### src/rfat_pkg.sv
// Shared constants, access kinds and carriers of the register bank
package rfat_pkg;

  // Widths of the access port and of the fields
  localparam int unsigned ADDR_W = 32;
  localparam int unsigned DATA_W = 32;
  localparam int unsigned OFFS_W = 12;
  localparam int unsigned FIELD_W = 8;
  localparam int unsigned WO_W = 16;

  // Module base address; arbitrary default, set per instance
  localparam logic [ADDR_W-1:0] BASE_ADDR_DEF = 32'h0000_1000;

  // Register offsets relative to the module base
  localparam logic [OFFS_W-1:0] OFF_HW_STAT = 12'h000;
  localparam logic [OFFS_W-1:0] OFF_CTRL = 12'h004;
  localparam logic [OFFS_W-1:0] OFF_RC_FLAG = 12'h008;
  localparam logic [OFFS_W-1:0] OFF_STAT = 12'h00C;
  localparam logic [OFFS_W-1:0] OFF_CMD = 12'h010;
  localparam logic [OFFS_W-1:0] OFF_STAT_CLR = 12'h014;
  localparam logic [OFFS_W-1:0] OFF_WO = 12'h018;

  // Values after reset
  localparam logic [FIELD_W-1:0] RST_CTRL = 8'h00;
  localparam logic [FIELD_W-1:0] RST_RC_FLAG = 8'h00;
  localparam logic [FIELD_W-1:0] RST_STAT = 8'h00;
  localparam logic [FIELD_W-1:0] RST_CMD = 8'h00;
  localparam logic [WO_W-1:0] RST_WO = 16'h0000;
  localparam logic [DATA_W-1:0] RST_RDATA = 32'h0000_0000;

  // Access kinds a field cell can take
  typedef enum logic [2:0]
  {
    ACC_RW = 3'h0,
    ACC_RC = 3'h1,
    ACC_W1C = 3'h2,
    ACC_W1S = 3'h3,
    ACC_WO = 3'h4
  } rfat_access_t;

  // Request from software
  typedef struct packed
  {
    logic write;
    logic [ADDR_W-1:0] addr;
    logic [DATA_W-1:0] wdata;
  } rfat_req_t;

  // Answer to software
  typedef struct packed
  {
    logic [DATA_W-1:0] rdata;
    logic err;
  } rfat_rsp_t;

endpackage

### src/rfat_field.sv
// One register field cell whose behaviour follows its access kind
`timescale 1ns/1ns
module rfat_field
  import rfat_pkg::*;
#(
  parameter rfat_access_t ACCESS = ACC_RW,
  parameter int unsigned WIDTH = FIELD_W,
  parameter logic [WIDTH-1:0] RESET = {WIDTH{1'b0}}
)
(
  input wire logic clk, // System clock
  input wire logic rstn, // Async reset, active low
  input wire logic wr, // Software write to this field
  input wire logic rd, // Software read of this field
  input wire logic [WIDTH-1:0] wdata, // Written value
  input wire logic [WIDTH-1:0] hw_set, // Hardware sets these bits
  input wire logic [WIDTH-1:0] hw_clr, // Hardware clears these bits
  input wire logic [WIDTH-1:0] ext_clr, // Clear from a write-only alias
  output logic [WIDTH-1:0] value, // Stored value
  output logic wr_pulse // One cycle after a write-only write
);

  typedef struct packed
  {
    logic [WIDTH-1:0] value;
    logic wr_pulse;
  } rfat_field_state_t;

  rfat_field_state_t st;
  rfat_field_state_t next_st;

  ////////////////////////////////////////////////////////////////////////////
  // Next value by access kind; in RC and W1C cells hardware sets are ORed last so they win
  always_comb
  begin
    logic [WIDTH-1:0] clr;
    clr = ext_clr;
    next_st = st;
    next_st.wr_pulse = 1'b0;
    unique case (ACCESS)
      ACC_RW:
      begin
        if (wr)
          next_st.value = wdata;
      end
      ACC_RC:
      begin
        if (rd)
          next_st.value = {WIDTH{1'b0}};
        next_st.value = next_st.value | hw_set;
      end
      ACC_W1C:
      begin
        if (wr)
          clr = clr | wdata;
        next_st.value = (st.value & ~clr) | hw_set;
      end
      ACC_W1S:
      begin
        // A software set wins over a hardware clear in the same cycle
        next_st.value = st.value & ~hw_clr;
        if (wr)
          next_st.value = next_st.value | wdata;
      end
      ACC_WO:
      begin
        if (wr)
        begin
          next_st.value = wdata;
          next_st.wr_pulse = 1'b1;
        end
      end
      default:
      begin
        next_st = st;
      end
    endcase
  end

  ////////////////////////////////////////////////////////////////////////////
  // State register
  always_ff @(posedge clk or negedge rstn)
  begin
    if (!rstn)
    begin
      st.value <= RESET;
      st.wr_pulse <= 1'b0;
    end
    else
    begin
      st <= next_st;
    end
  end

  assign value = st.value;
  assign wr_pulse = st.wr_pulse;

endmodule

### src/rfat_regbank.sv
// Register bank showing each field access kind behind a simple access port
`timescale 1ns/1ns
// Summary of operation
// Clear-on-read returns value, then clears it
// Software writes reset value; read-only unaffected
// Read-write field stores and returns writes
// W1C: ones clear own bit, zeros keep
// Software writes back read status to acknowledge
// W1S: written zero leaves bit unchanged
// Write-only W1C clears ones; reads undefined
// Write-only field accepts writes; reads undefined
// Reserved bits read as zero
// Software preserves reserved bits in read-modify-write
// Registers decoded as offset from module base
// W1S: written one sets its bit
module rfat_regbank
  import rfat_pkg::*;
#(
  parameter logic [ADDR_W-1:0] BASE_ADDR = BASE_ADDR_DEF
)
(
  input wire logic clk, // System clock, 100 MHz
  input wire logic rstn, // Async reset, active low
  input wire logic req_valid, // Access request this cycle
  input wire rfat_req_t req, // Write flag, address, write data
  output logic rsp_valid, // Answer valid, one cycle
  output rfat_rsp_t rsp, // Read data and error flag
  input wire logic [FIELD_W-1:0] hw_status, // Read-only status levels
  output logic [FIELD_W-1:0] ctrl, // Read-write control field
  input wire logic [FIELD_W-1:0] rc_event, // Events for clear-on-read
  input wire logic [FIELD_W-1:0] stat_event, // Events for W1C status
  output logic [FIELD_W-1:0] stat, // Current W1C status bits
  output logic [FIELD_W-1:0] cmd, // Commands set by software
  input wire logic [FIELD_W-1:0] cmd_done, // Hardware clears commands
  output logic [WO_W-1:0] wo_data, // Last write-only value
  output logic wo_strobe // Pulse after a write-only write
);

  typedef struct packed
  {
    logic rsp_valid;
    rfat_rsp_t rsp;
  } rfat_bank_state_t;

  rfat_bank_state_t st;
  rfat_bank_state_t next_st;

  logic hit_base;
  logic [OFFS_W-1:0] offset;
  logic rd_acc;
  logic wr_acc;
  logic wr_ctrl;
  logic rd_rc;
  logic wr_stat;
  logic wr_stat_clr;
  logic wr_cmd;
  logic wr_wo;
  logic [FIELD_W-1:0] wdata_f;
  logic [FIELD_W-1:0] stat_clr;
  logic [FIELD_W-1:0] rc_value;
  logic [FIELD_W-1:0] zero_f;

  ////////////////////////////////////////////////////////////////////////////
  // Address decode: the upper bits select this module, the rest the register
  assign hit_base = req.addr[ADDR_W-1:OFFS_W] ==
                    BASE_ADDR[ADDR_W-1:OFFS_W];
  assign offset = req.addr[OFFS_W-1:0];
  assign rd_acc = req_valid & ~req.write & hit_base;
  assign wr_acc = req_valid & req.write & hit_base;
  assign wdata_f = req.wdata[FIELD_W-1:0];
  assign zero_f = {FIELD_W{1'b0}};

  // Per-register strobes; writes to the read-only register go nowhere
  assign wr_ctrl = wr_acc & (offset == OFF_CTRL);
  assign rd_rc = rd_acc & (offset == OFF_RC_FLAG);
  assign wr_stat = wr_acc & (offset == OFF_STAT);
  assign wr_stat_clr = wr_acc & (offset == OFF_STAT_CLR);
  assign wr_cmd = wr_acc & (offset == OFF_CMD);
  assign wr_wo = wr_acc & (offset == OFF_WO);

  // Write-only clear alias targets the status bits
  assign stat_clr = wr_stat_clr ? wdata_f : zero_f;

  ////////////////////////////////////////////////////////////////////////////
  // Field cells, one per register that holds state (none for the read-only register or the clear alias)
  rfat_field #(
    .ACCESS(ACC_RW),
    .WIDTH(FIELD_W),
    .RESET(RST_CTRL)
  ) u_ctrl (
    .clk(clk),
    .rstn(rstn),
    .wr(wr_ctrl),
    .rd(1'b0),
    .wdata(wdata_f),
    .hw_set(zero_f),
    .hw_clr(zero_f),
    .ext_clr(zero_f),
    .value(ctrl),
    .wr_pulse()
  );

  // Clear happens on the same edge that captures the read data
  rfat_field #(
    .ACCESS(ACC_RC),
    .WIDTH(FIELD_W),
    .RESET(RST_RC_FLAG)
  ) u_rc_flag (
    .clk(clk),
    .rstn(rstn),
    .wr(1'b0),
    .rd(rd_rc),
    .wdata(zero_f),
    .hw_set(rc_event),
    .hw_clr(zero_f),
    .ext_clr(zero_f),
    .value(rc_value),
    .wr_pulse()
  );

  // Status cleared by writing ones here or through the clear alias
  rfat_field #(
    .ACCESS(ACC_W1C),
    .WIDTH(FIELD_W),
    .RESET(RST_STAT)
  ) u_stat (
    .clk(clk),
    .rstn(rstn),
    .wr(wr_stat),
    .rd(1'b0),
    .wdata(wdata_f),
    .hw_set(stat_event),
    .hw_clr(zero_f),
    .ext_clr(stat_clr),
    .value(stat),
    .wr_pulse()
  );

  rfat_field #(
    .ACCESS(ACC_W1S),
    .WIDTH(FIELD_W),
    .RESET(RST_CMD)
  ) u_cmd (
    .clk(clk),
    .rstn(rstn),
    .wr(wr_cmd),
    .rd(1'b0),
    .wdata(wdata_f),
    .hw_set(zero_f),
    .hw_clr(cmd_done),
    .ext_clr(zero_f),
    .value(cmd),
    .wr_pulse()
  );

  rfat_field #(
    .ACCESS(ACC_WO),
    .WIDTH(WO_W),
    .RESET(RST_WO)
  ) u_wo (
    .clk(clk),
    .rstn(rstn),
    .wr(wr_wo),
    .rd(1'b0),
    .wdata(req.wdata[WO_W-1:0]),
    .hw_set({WO_W{1'b0}}),
    .hw_clr({WO_W{1'b0}}),
    .ext_clr({WO_W{1'b0}}),
    .value(wo_data),
    .wr_pulse(wo_strobe)
  );

  ////////////////////////////////////////////////////////////////////////////
  // Answer: read mux with zero-filled reserved bits, error on a miss.
  // Write-only registers read as zero; software must not rely on that.
  always_comb
  begin
    next_st = st;
    next_st.rsp_valid = req_valid;
    next_st.rsp.rdata = RST_RDATA;
    next_st.rsp.err = 1'b0;
    if (req_valid)
    begin
      if (!hit_base)
      begin
        next_st.rsp.err = 1'b1;
      end
      else
      begin
        unique case (offset)
          OFF_HW_STAT:
          begin
            if (!req.write)
              next_st.rsp.rdata = DATA_W'(hw_status);
          end
          OFF_CTRL:
          begin
            if (!req.write)
              next_st.rsp.rdata = DATA_W'(ctrl);
          end
          OFF_RC_FLAG:
          begin
            if (!req.write)
              next_st.rsp.rdata = DATA_W'(rc_value);
          end
          OFF_STAT:
          begin
            if (!req.write)
              next_st.rsp.rdata = DATA_W'(stat);
          end
          OFF_CMD:
          begin
            if (!req.write)
              next_st.rsp.rdata = DATA_W'(cmd);
          end
          OFF_STAT_CLR, OFF_WO:
          begin
            next_st.rsp.rdata = RST_RDATA;
          end
          default:
          begin
            next_st.rsp.err = 1'b1;
          end
        endcase
      end
    end
  end

  ////////////////////////////////////////////////////////////////////////////
  // State register
  always_ff @(posedge clk or negedge rstn)
  begin
    if (!rstn)
    begin
      st.rsp_valid <= 1'b0;
      st.rsp.rdata <= RST_RDATA;
      st.rsp.err <= 1'b0;
    end
    else
    begin
      st <= next_st;
    end
  end

  assign rsp_valid = st.rsp_valid;
  assign rsp = st.rsp;

endmodule

### config.mk
export PLATFORM = sky130hd
export DESIGN_NAME = rfat_regbank
export DESIGN_NICKNAME = d
export VERILOG_FILES = /design/src/rfat_pkg.sv /design/src/rfat_field.sv /design/src/rfat_regbank.sv
export SDC_FILE = /design/constraint.sdc
export NUM_CORES = 1
export LEC_CHECK = 0
export ABC_AREA = 1
export BUFFER_PORTS_ARGS = -buffer_cell sky130_fd_sc_hd__buf_2
export CORE_ASPECT_RATIO = 0.8
export CORE_MARGIN = 5
export CORE_UTILIZATION = 30
export CTS_BUF_LIST = sky130_fd_sc_hd__clkbuf_4 sky130_fd_sc_hd__clkbuf_8
export DETAILED_ROUTE_END_ITERATION = 8
export GPL_TIMING_DRIVEN = 0
export PLACE_DENSITY = 0.63
export SETUP_SLACK_MARGIN = 0.2
export SLEW_MARGIN = 20
export SYNTH_ARGS = -nofsm -noshare
export SYNTH_HDL_FRONTEND = slang
export SYNTH_HIERARCHICAL = 1
export SYNTH_SLANG_ARGS = --single-unit
### constraint.sdc
create_clock -name clk -period 0.8 [get_ports clk]
set_input_delay 0.08 -clock clk [delete_from_list [all_inputs] [get_ports clk]]
set_output_delay 0.08 -clock clk [all_outputs]
set_load 0.01 [all_outputs]
; ---- Word level (Yosys, flattened, before mapping)
; Cells that the tools add are included.
[word_totals]
regBits = 83
[op_classes]
mux = 15
eq_ne = 7
reduce_logical = 2
bitwise_logic = 19
[ops]
columns = op, count
row1 = $pmux W32 S5, 1
row2 = $mux W8, 9
row3 = $eq A12 B5 Y1 const B, 3
row4 = $mux W33, 1
row5 = $mux W32, 1
row6 = $or A8 B8 Y8, 4
row7 = $eq A12 B4 Y1 const B, 2
row8 = $eq A20 B1 Y1 const B, 1
row9 = $and A8 B8 Y8, 2
row10 = $not A8 Y8, 2
row11 = $eq A12 B3 Y1 const B, 1
row12 = $logic_not A12 Y1, 1
row13 = $and A1 B1 Y1, 10
row14 = $reduce_or A7 Y1, 1
row15 = $mux W1, 3
row16 = $not A1 Y1, 1

; ---- Depth between registers and ports, before layout
; Gate-level depths: netlist (run 1).
[logic_depth]
ltp_word = 9
depth_mapped = 12
depth_no_buf = 11

; ---- Cells and area by module
; Netlist (run 1), hierarchy kept.
[modules_own_cells]
columns = mod, seq_area_each_um2, area_per_inst_um2, cells_each, n_inst
row1 = rfat_regbank, 250.2, 1378.8, 203, 1
row2 = rfat_field (u_wo), 425.4, 669.4, 69, 1
row3 = rfat_field (u_stat), 200.2, 376.6, 51, 1
row4 = rfat_field (u_cmd), 200.2, 336.6, 43, 1
row5 = rfat_field (u_ctrl), 200.2, 316.6, 36, 1
row6 = rfat_field (u_rc_flag), 200.2, 305.3, 35, 1

; ---- Worst setup path before layout (run 1)
; Ideal clock, no wire load.
[synth_path]
path_kind = input to register
start = in req[59] (netlist name)
end = reg u_wo/value[10] (netlist name)
setup_slack_ns = -0.624
path_buffers = 2
stages = 12
setup_time_ns = 0.117
t_arrival_ns = 1.307
cell_sequence = nor2_1 > nand2_1 > nor2_4 > nand2_4 > nor3_4 > nand2_2 > nor2_1 > buf_6 > inv_6 > buf_12 > nand2_1 > nand2_1
[synth_between]
elab_chain_len = 3
[synth_lines]
columns = element, line
row1 = start: declaration, rfat_regbank.sv:25  ; input wire rfat_req_t req,
row2 = $eq A20 B1 Y1, rfat_regbank.sv:65  ; assign hit_base = req.addr[ADDR_W-1:OFFS_W] ==
row3 = $and A1 B1 Y1, rfat_regbank.sv:69  ; assign wr_acc = req_valid & req.write & hit_base;
row4 = $and A1 B1 Y1, rfat_regbank.sv:79  ; assign wr_wo = wr_acc & (offset == OFF_WO);
row5 = via wr_wo, rfat_regbank.sv:57  ; logic wr_wo;
; The timed path passes the listed nets, and every way through them passes these cells.
; A chain may end at the register's enable or synchronous reset.

; ---- Worst setup path in the final report (run 1)
[layout_path]
start = in req[59] (netlist name)
end = reg u_wo/value[9] (netlist name)
[layout_between]
elab_chain_len = 3
[layout_lines]
columns = element, line
row1 = $eq A20 B1 Y1, rfat_regbank.sv:65
row2 = $and A1 B1 Y1, rfat_regbank.sv:69
row3 = $and A1 B1 Y1, rfat_regbank.sv:79
row4 = via wr_wo, rfat_regbank.sv:57
; The timed path passes the listed nets, and every way through them passes these cells.

==> results of run 1 <==
==> worst reg2reg max path: cells and delay by family, from the launching register on <==
| family | cells | cell delay [ps] |
|---|---|---|
| DFF | 1 | 410 |
| and+or+nand+nor | 3 | 200 |
| buffers and inverters | 1 | 140 |
| AOI/OAI and AO/OA | 1 | 50 |
==> timing repair <==
action,4_1_cts,5_1_grt
setup buffers,58,27
cloned,1,1
pin swaps,47,47
setup endpoints to repair,109,109
gates resized for setup,90,55
hold endpoints to repair,92,59
==> layout make-up <==
cell class / instances / area [um^2]
well taps: 144 / 180
flip-flops and latches: 59 / 1480
clock inverters: 7 / 140
plain buffers: 35 / 317
fillers: 962 / 4610
inverters: 53 / 226
multi-input cells: 305 / 1810
clock buffers: 9 / 124
repair buffers: 252 / 2010
==> how the worst max path moves through the flow <==
stage               slack [ps]    start  cells after the start                          to
finish                    -350  req[59]                     13   u_wo/value[9]$_DFFE_PN0P_
global route              -410  req[57]                     13   u_wo/value[7]$_DFFE_PN0P_
CTS                       -430  req[59]                     13   u_wo/value[5]$_DFFE_PN0P_
detailed placement        -960  req[57]                     13   u_wo/value[5]$_DFFE_PN0P_
global placement          -940  req[59]                     13  u_wo/value[10]$_DFFE_PN0P_
floorplan                 -570  req[59]                     12  u_wo/value[10]$_DFFE_PN0P_
==> stage by stage <==
stage	setup TNS [ps]	hold slack [ps]
after detailed placement	-41300	212
after CTS	-22740	-167
after global routing	-27290	-136
final	-21560	-192
after floorplan	-20780	-216
after global placement	-68990	207
==> placed cells by master, fill, tap and decap left out, types with 4 or more instances in the layout <==
cell type      count
clkbuf_8           9
inv_1             43
conb_1            24
inv_2              4
nand2_2           35
buf_4             78
buf_6             66
dlygate4sd3_1     31
buf_8              4
buf_2            103
nand4_1            6
nand3_2           31
nor2_1             5
bufinv_16          4
nand2_4            4
nor2_4            18
nor2_2            11
dfrtp_1           59
nand2_1          144
nand3_1           14
==> power by group through the flow <==
stage	Clock, uW	Sequential, uW	Combinational [uW]
6_report	3650	2990	994
3_3_place_gp	0	3040	700
3_5_place_dp	0	3040	719
2_1_floorplan	0	3050	335
5_1_grt	3870	2990	1090
4_1_cts	3730	2990	923
==> layer usage <==
metal	share of wire	GRT usage	wire, um
met1	0.42	0.228	5180
met2	0.50	0.306	6160
met3	0.074	0.0452	908
met4	0.0076	0.0386	94
met5	0	0	0
==> flip-flops by register name, indices dropped and copies added, names as in the netlist <==
register and cells:
u_rc_flag/value 8, rsp 9, u_stat/value 8, rsp_valid 1, u_wo/wr_pulse 1, u_ctrl/value 8
u_wo/value 16, u_cmd/value 8
==> impl_metrics.yaml, run 1 <==
outcome:
  status: "finished, violations left"
  violations: "hold timing, setup timing"
power_and_ir_drop:
  ir_drop_mv: 0.921
  p_sw_frac: 0.231
  power.leakage_uw: 0.00350
  combPwrFrac: 0.130
  power.switching_uw: 1760
  power_frac_seq: 0.392
  clock_power_share: 0.478
  intPower_uw: 5870
  finalPower_uw: 7630
  p_per_area_nw_per_um2: 1210
drt:
  drt_iter0_markers: 234
  viasPerCell: 4.40
  drc_errors: 0
  route.vias.total: 3798
  wl_um: 12300
  avgRoutedWirePerCell_um: 14.3
  drtAntennaViolNets: 0
  dr.pass1.iters: 4
logic_synthesis:
  synth_area_um2: 3340
  ys_warn_count: 6
  synthCells: 429
  syn_avg_cell_area_um2: 7.78
critical_path:
  timing.rr.end: "rsp[8]$_DFF_PN0_"
  cpMaxStageDelayCell: "nor3_4"
  crit_fanout: 6
  cp.buffers_inverters: 4
  slowest_delay_ps: 160
  rrSetupSlack_ps: -110
  cp.arrival_ps: 1380
  startpoint_type: "primary input"
  r2r_start: "u_ctrl/value[7]$_DFFE_PN0P_"
  crit_type: "primary input to flip-flop"
  crit_family: "simple AND/OR/NAND/NOR gates"
  critical_path_required_ps: 1040
  cpMostUsedCell: "nor2_4"
  rr_worst_depth: 5
  path_cells: "buf_6 > nor2_4 > nand2_2 > nor2_4 > nand2_4 > nor3_4 > nand2_2 > nor2_4 > buf_6 > inv_8 > clkbuf_16 > nand2_1 > nand2_1"
  cp-end-kind: "flip-flop"
job:
  drv_cap: 0
cells_and_area:
  antenna_cells: 0
  drive_gt1_frac: 0.547
  stdcell_area_um2: 6280
  utilization: 0.577
  fin_cells: 864
  finalNetCount: 815
  area_growth_pct: 88.1
floorplan:
  row_count: 34
  die_w_um: 128
  core_um2: 10900
  start_util: 0.307
  dieArea_um2: 13400
  die_h_um: 104
  top_level_ports: 175
global_routing:
  antenna_found_initial: 0
  gr-total-overflow: 0
  grt_use_total: 0.179
  grt_first_pass_wirelength_um: 19100
  grt_pass1_vias: 3916
  grt_max_degree: 60
place:
  dp_cells: 730
  place_congestion: 0.789
  hpwlAfterDp_um: 8090
  io_buffers: 134
  place_area_um2: 4380
  place_ws_ps: -958
clock_network:
  insertion_delay_ps: 340
  cts-root-buf: "clkbuf_8"
  cts_made_buffers: 9
  clk_pin_slew_ps: 70
  cts.sinks: 59
  cts_max_level: 3
  postCtsHoldBufs: 31
  tritoncts: "yes"
  clockBufferDepth: 2
sta:
  whs_ps: -192
  tightestPinTransition_ps: 782
  rsz0062_at_grt: "yes"
  period_needed_ps: 1150
  setup_ws_ps: -345
  finalHoldViolations: 61
  worst_clock_skew_ps: 7.08
  setup_viol: 107
  drv_slew: 0
  final.period_utilization: 1.43
  fmax_mhz: 873
  max_slew_margin: 0.479
min_path:
  min_path_type: "primary input to async pin"
No activity file was read; power rests on OpenSTA's default activity.
==> run 2: changes to the inputs <==
--- a/config.mk
+++ b/config.mk
@@ -14,6 +14,7 @@
 export DETAILED_ROUTE_END_ITERATION = 8
 export GPL_TIMING_DRIVEN = 0
 export PLACE_DENSITY = 0.63
+export RECOVER_POWER = 50
 export SETUP_SLACK_MARGIN = 0.2
 export SLEW_MARGIN = 20
 export SYNTH_ARGS = -nofsm -noshare
==> run 2 against run 1 <==
Effect of this change:
- the flow still finishes with violations (hold timing, setup timing)
- global-route usage stayed put
- combinational power hardly changed
- core utilization stayed put
- first-iteration DRC count stayed put
- critical path depth stayed put
- clock power hardly changed
- non-clock buffer count stayed put
- clock skew stayed put
- power hardly changed
- setup slack stayed put
- fmax stayed put
- count of clock-buffer cells in the layout stayed put
- critical endpoint unchanged
==> impl_metrics.yaml, run 2 (same netlist as run 1, synthesis figures left out) <==
outcome:
  status: "finished, violations left"
  violations: "hold timing, setup timing"
sta:
  period_needed_ps: 1150
  fmax_mhz: 873
  max_slew_margin: 0.434
  setup_ws_ps: -345
  finalSetupTns_ps: -21560
  final.period_utilization: 1.43
  drv_slew: 0
  rsz0062_at_grt: "yes"
  finalHoldViolations: 61
  tightestPinTransition_ps: 848
  worst_clock_skew_ps: 7.08
  whs_ps: -143
  setup_viol: 107
clock_network:
  cts_made_buffers: 9
  cts-root-buf: "clkbuf_8"
  postCtsHoldBufs: 31
  clk_pin_slew_ps: 70
  cts.sinks: 59
  clockBufferDepth: 2
  insertion_delay_ps: 340
  cts_max_level: 3
  tritoncts: "yes"
cells_and_area:
  fin_cells: 864
  utilization: 0.577
  area_growth_pct: 88.1
  antenna_cells: 0
  drive_gt1_frac: 0.547
  layout_common_cells: "nand2_1 (144), buf_2 (103), buf_4 (77)"
  stdcell_area_um2: 6280
  largest_register_ffs: 16
  final_common_cell: "nand2_1"
  reg_top3: "u_wo/value: 16 flops, rsp: 9 flops"
  regMostFlops: "u_wo/value"
  finalNetCount: 815
critical_path:
  startpoint_type: "primary input"
  cp.arrival_ps: 1380
  slowest_delay_ps: 160
  cp.buffers_inverters: 4
  cpMaxStageDelayCell: "nor3_4"
  crit_family: "simple AND/OR/NAND/NOR gates"
  crit_type: "primary input to flip-flop"
  cpMostUsedCell: "nor2_4"
  crit_fanout: 6
  critical_path_required_ps: 1040
  path_cells: "buf_6 > nor2_4 > nand2_2 > nor2_4 > nand2_4 > nor3_4 > nand2_2 > nor2_4 > buf_6 > inv_8 > clkbuf_16 > nand2_1 > nand2_1"
  cp-end-kind: "flip-flop"
floorplan:
  die_h_um: 104
  top_level_ports: 175
  row_count: 34
  start_util: 0.307
  die_w_um: 128
  core_um2: 10900
  dieArea_um2: 13400
place:
  place_area_um2: 4380
  hpwlAfterDp_um: 8090
  dp_cells: 730
  io_buffers: 134
  place_congestion: 0.789
global_routing:
  grt_max_degree: 60
  antenna_found_initial: 0
  grt_use_total: 0.179
  grt_pass1_vias: 3916
  gr-total-overflow: 0
  grt_first_pass_wirelength_um: 19100
drt:
  avgRoutedWirePerCell_um: 14.3
  viasPerCell: 4.40
  drc_errors: 0
  wl_um: 12300
  drtAntennaViolNets: 0
  dr.pass1.iters: 4
  drt_iter0_markers: 234
  route.vias.total: 3798
power_and_ir_drop:
  clock_power_share: 0.478
  power_frac_seq: 0.392
  power.switching_uw: 1760
  ir_drop_mv: 0.921
  combPwrFrac: 0.130
  p_per_area_nw_per_um2: 1210
  intPower_uw: 5870
  p_sw_frac: 0.231
  power.leakage_uw: 0.00350
job:
  drv_cap: 0
min_path:
  min_path_type: "primary input to async pin"
==> run 2: timing repair <==
action	in CTS	in global routing
setup buffers	58	27
endpoints found under the hold margin	92	59
pin swaps	47	47
cloned	1	1
gates resized for setup	90	55
setup endpoints to repair	109	109
==> run 2: final cells by class <==
cell class	instances	area, um^2
Clock buffer	9	124
Inverter	53	226
Clock inverter	7	140
Multi-Input combinational cell	305	1810
Fill cell	962	4610
Tap cell	144	180
Timing Repair Buffer	252	2010
Sequential cell	59	1480
Buffer	35	317
==> run 2: through the flow <==
| stage | power, uW | setup WS, ps | hold WS (ps) |
|---|---|---|---|
| final | 7630 | -345 | -143 |
| after global routing | 7940 | -406 | -77.5 |
| after CTS | 7640 | -427 | -167 |
| after detailed placement | 3760 | -958 | 212 |
| after global placement | 3750 | -936 | 207 |
| after floorplan | 3380 | -569 | -216 |
==> run 2: worst paths after layout <==
check / start / end / slack, ps / cells after the start
max in group asynchronous: rstn / u_ctrl/value[6]$_DFFE_PN0P_ / 390 / 1
min reg2reg: u_wo/value[9]$_DFFE_PN0P_ / u_wo/value[9]$_DFFE_PN0P_ / 470 / 2
min in group clk: cmd_done[4] / u_cmd/value[4]$_DFF_PN0_ / -10 / 4
max: req[59] / u_wo/value[9]$_DFFE_PN0P_ / -350 / 13
min: rstn / u_wo/value[13]$_DFFE_PN0P_ / -140 / 1
max reg2reg: u_ctrl/value[7]$_DFFE_PN0P_ / rsp[8]$_DFF_PN0_ / -110 / 5
==> run 2: power by group through the flow <==
stage / combinational, uW / sequential [uW] / clock [uW]
5_1_grt: 1090 / 2990 / 3870
4_1_cts: 923 / 2990 / 3730
2_1_floorplan: 335 / 3050 / 0
3_3_place_gp: 700 / 3040 / 0
3_5_place_dp: 719 / 3040 / 0
6_report: 993 / 2990 / 3650
==> run 2: per-layer routing <==
layer	share of wire	GRT usage	vias to the layer above
met4	0.0076	0.0386	0
met1	0.42	0.228	1814
met3	0.074	0.0452	10
met2	0.50	0.306	146
li1	-	-	1828
met5	0	0	-
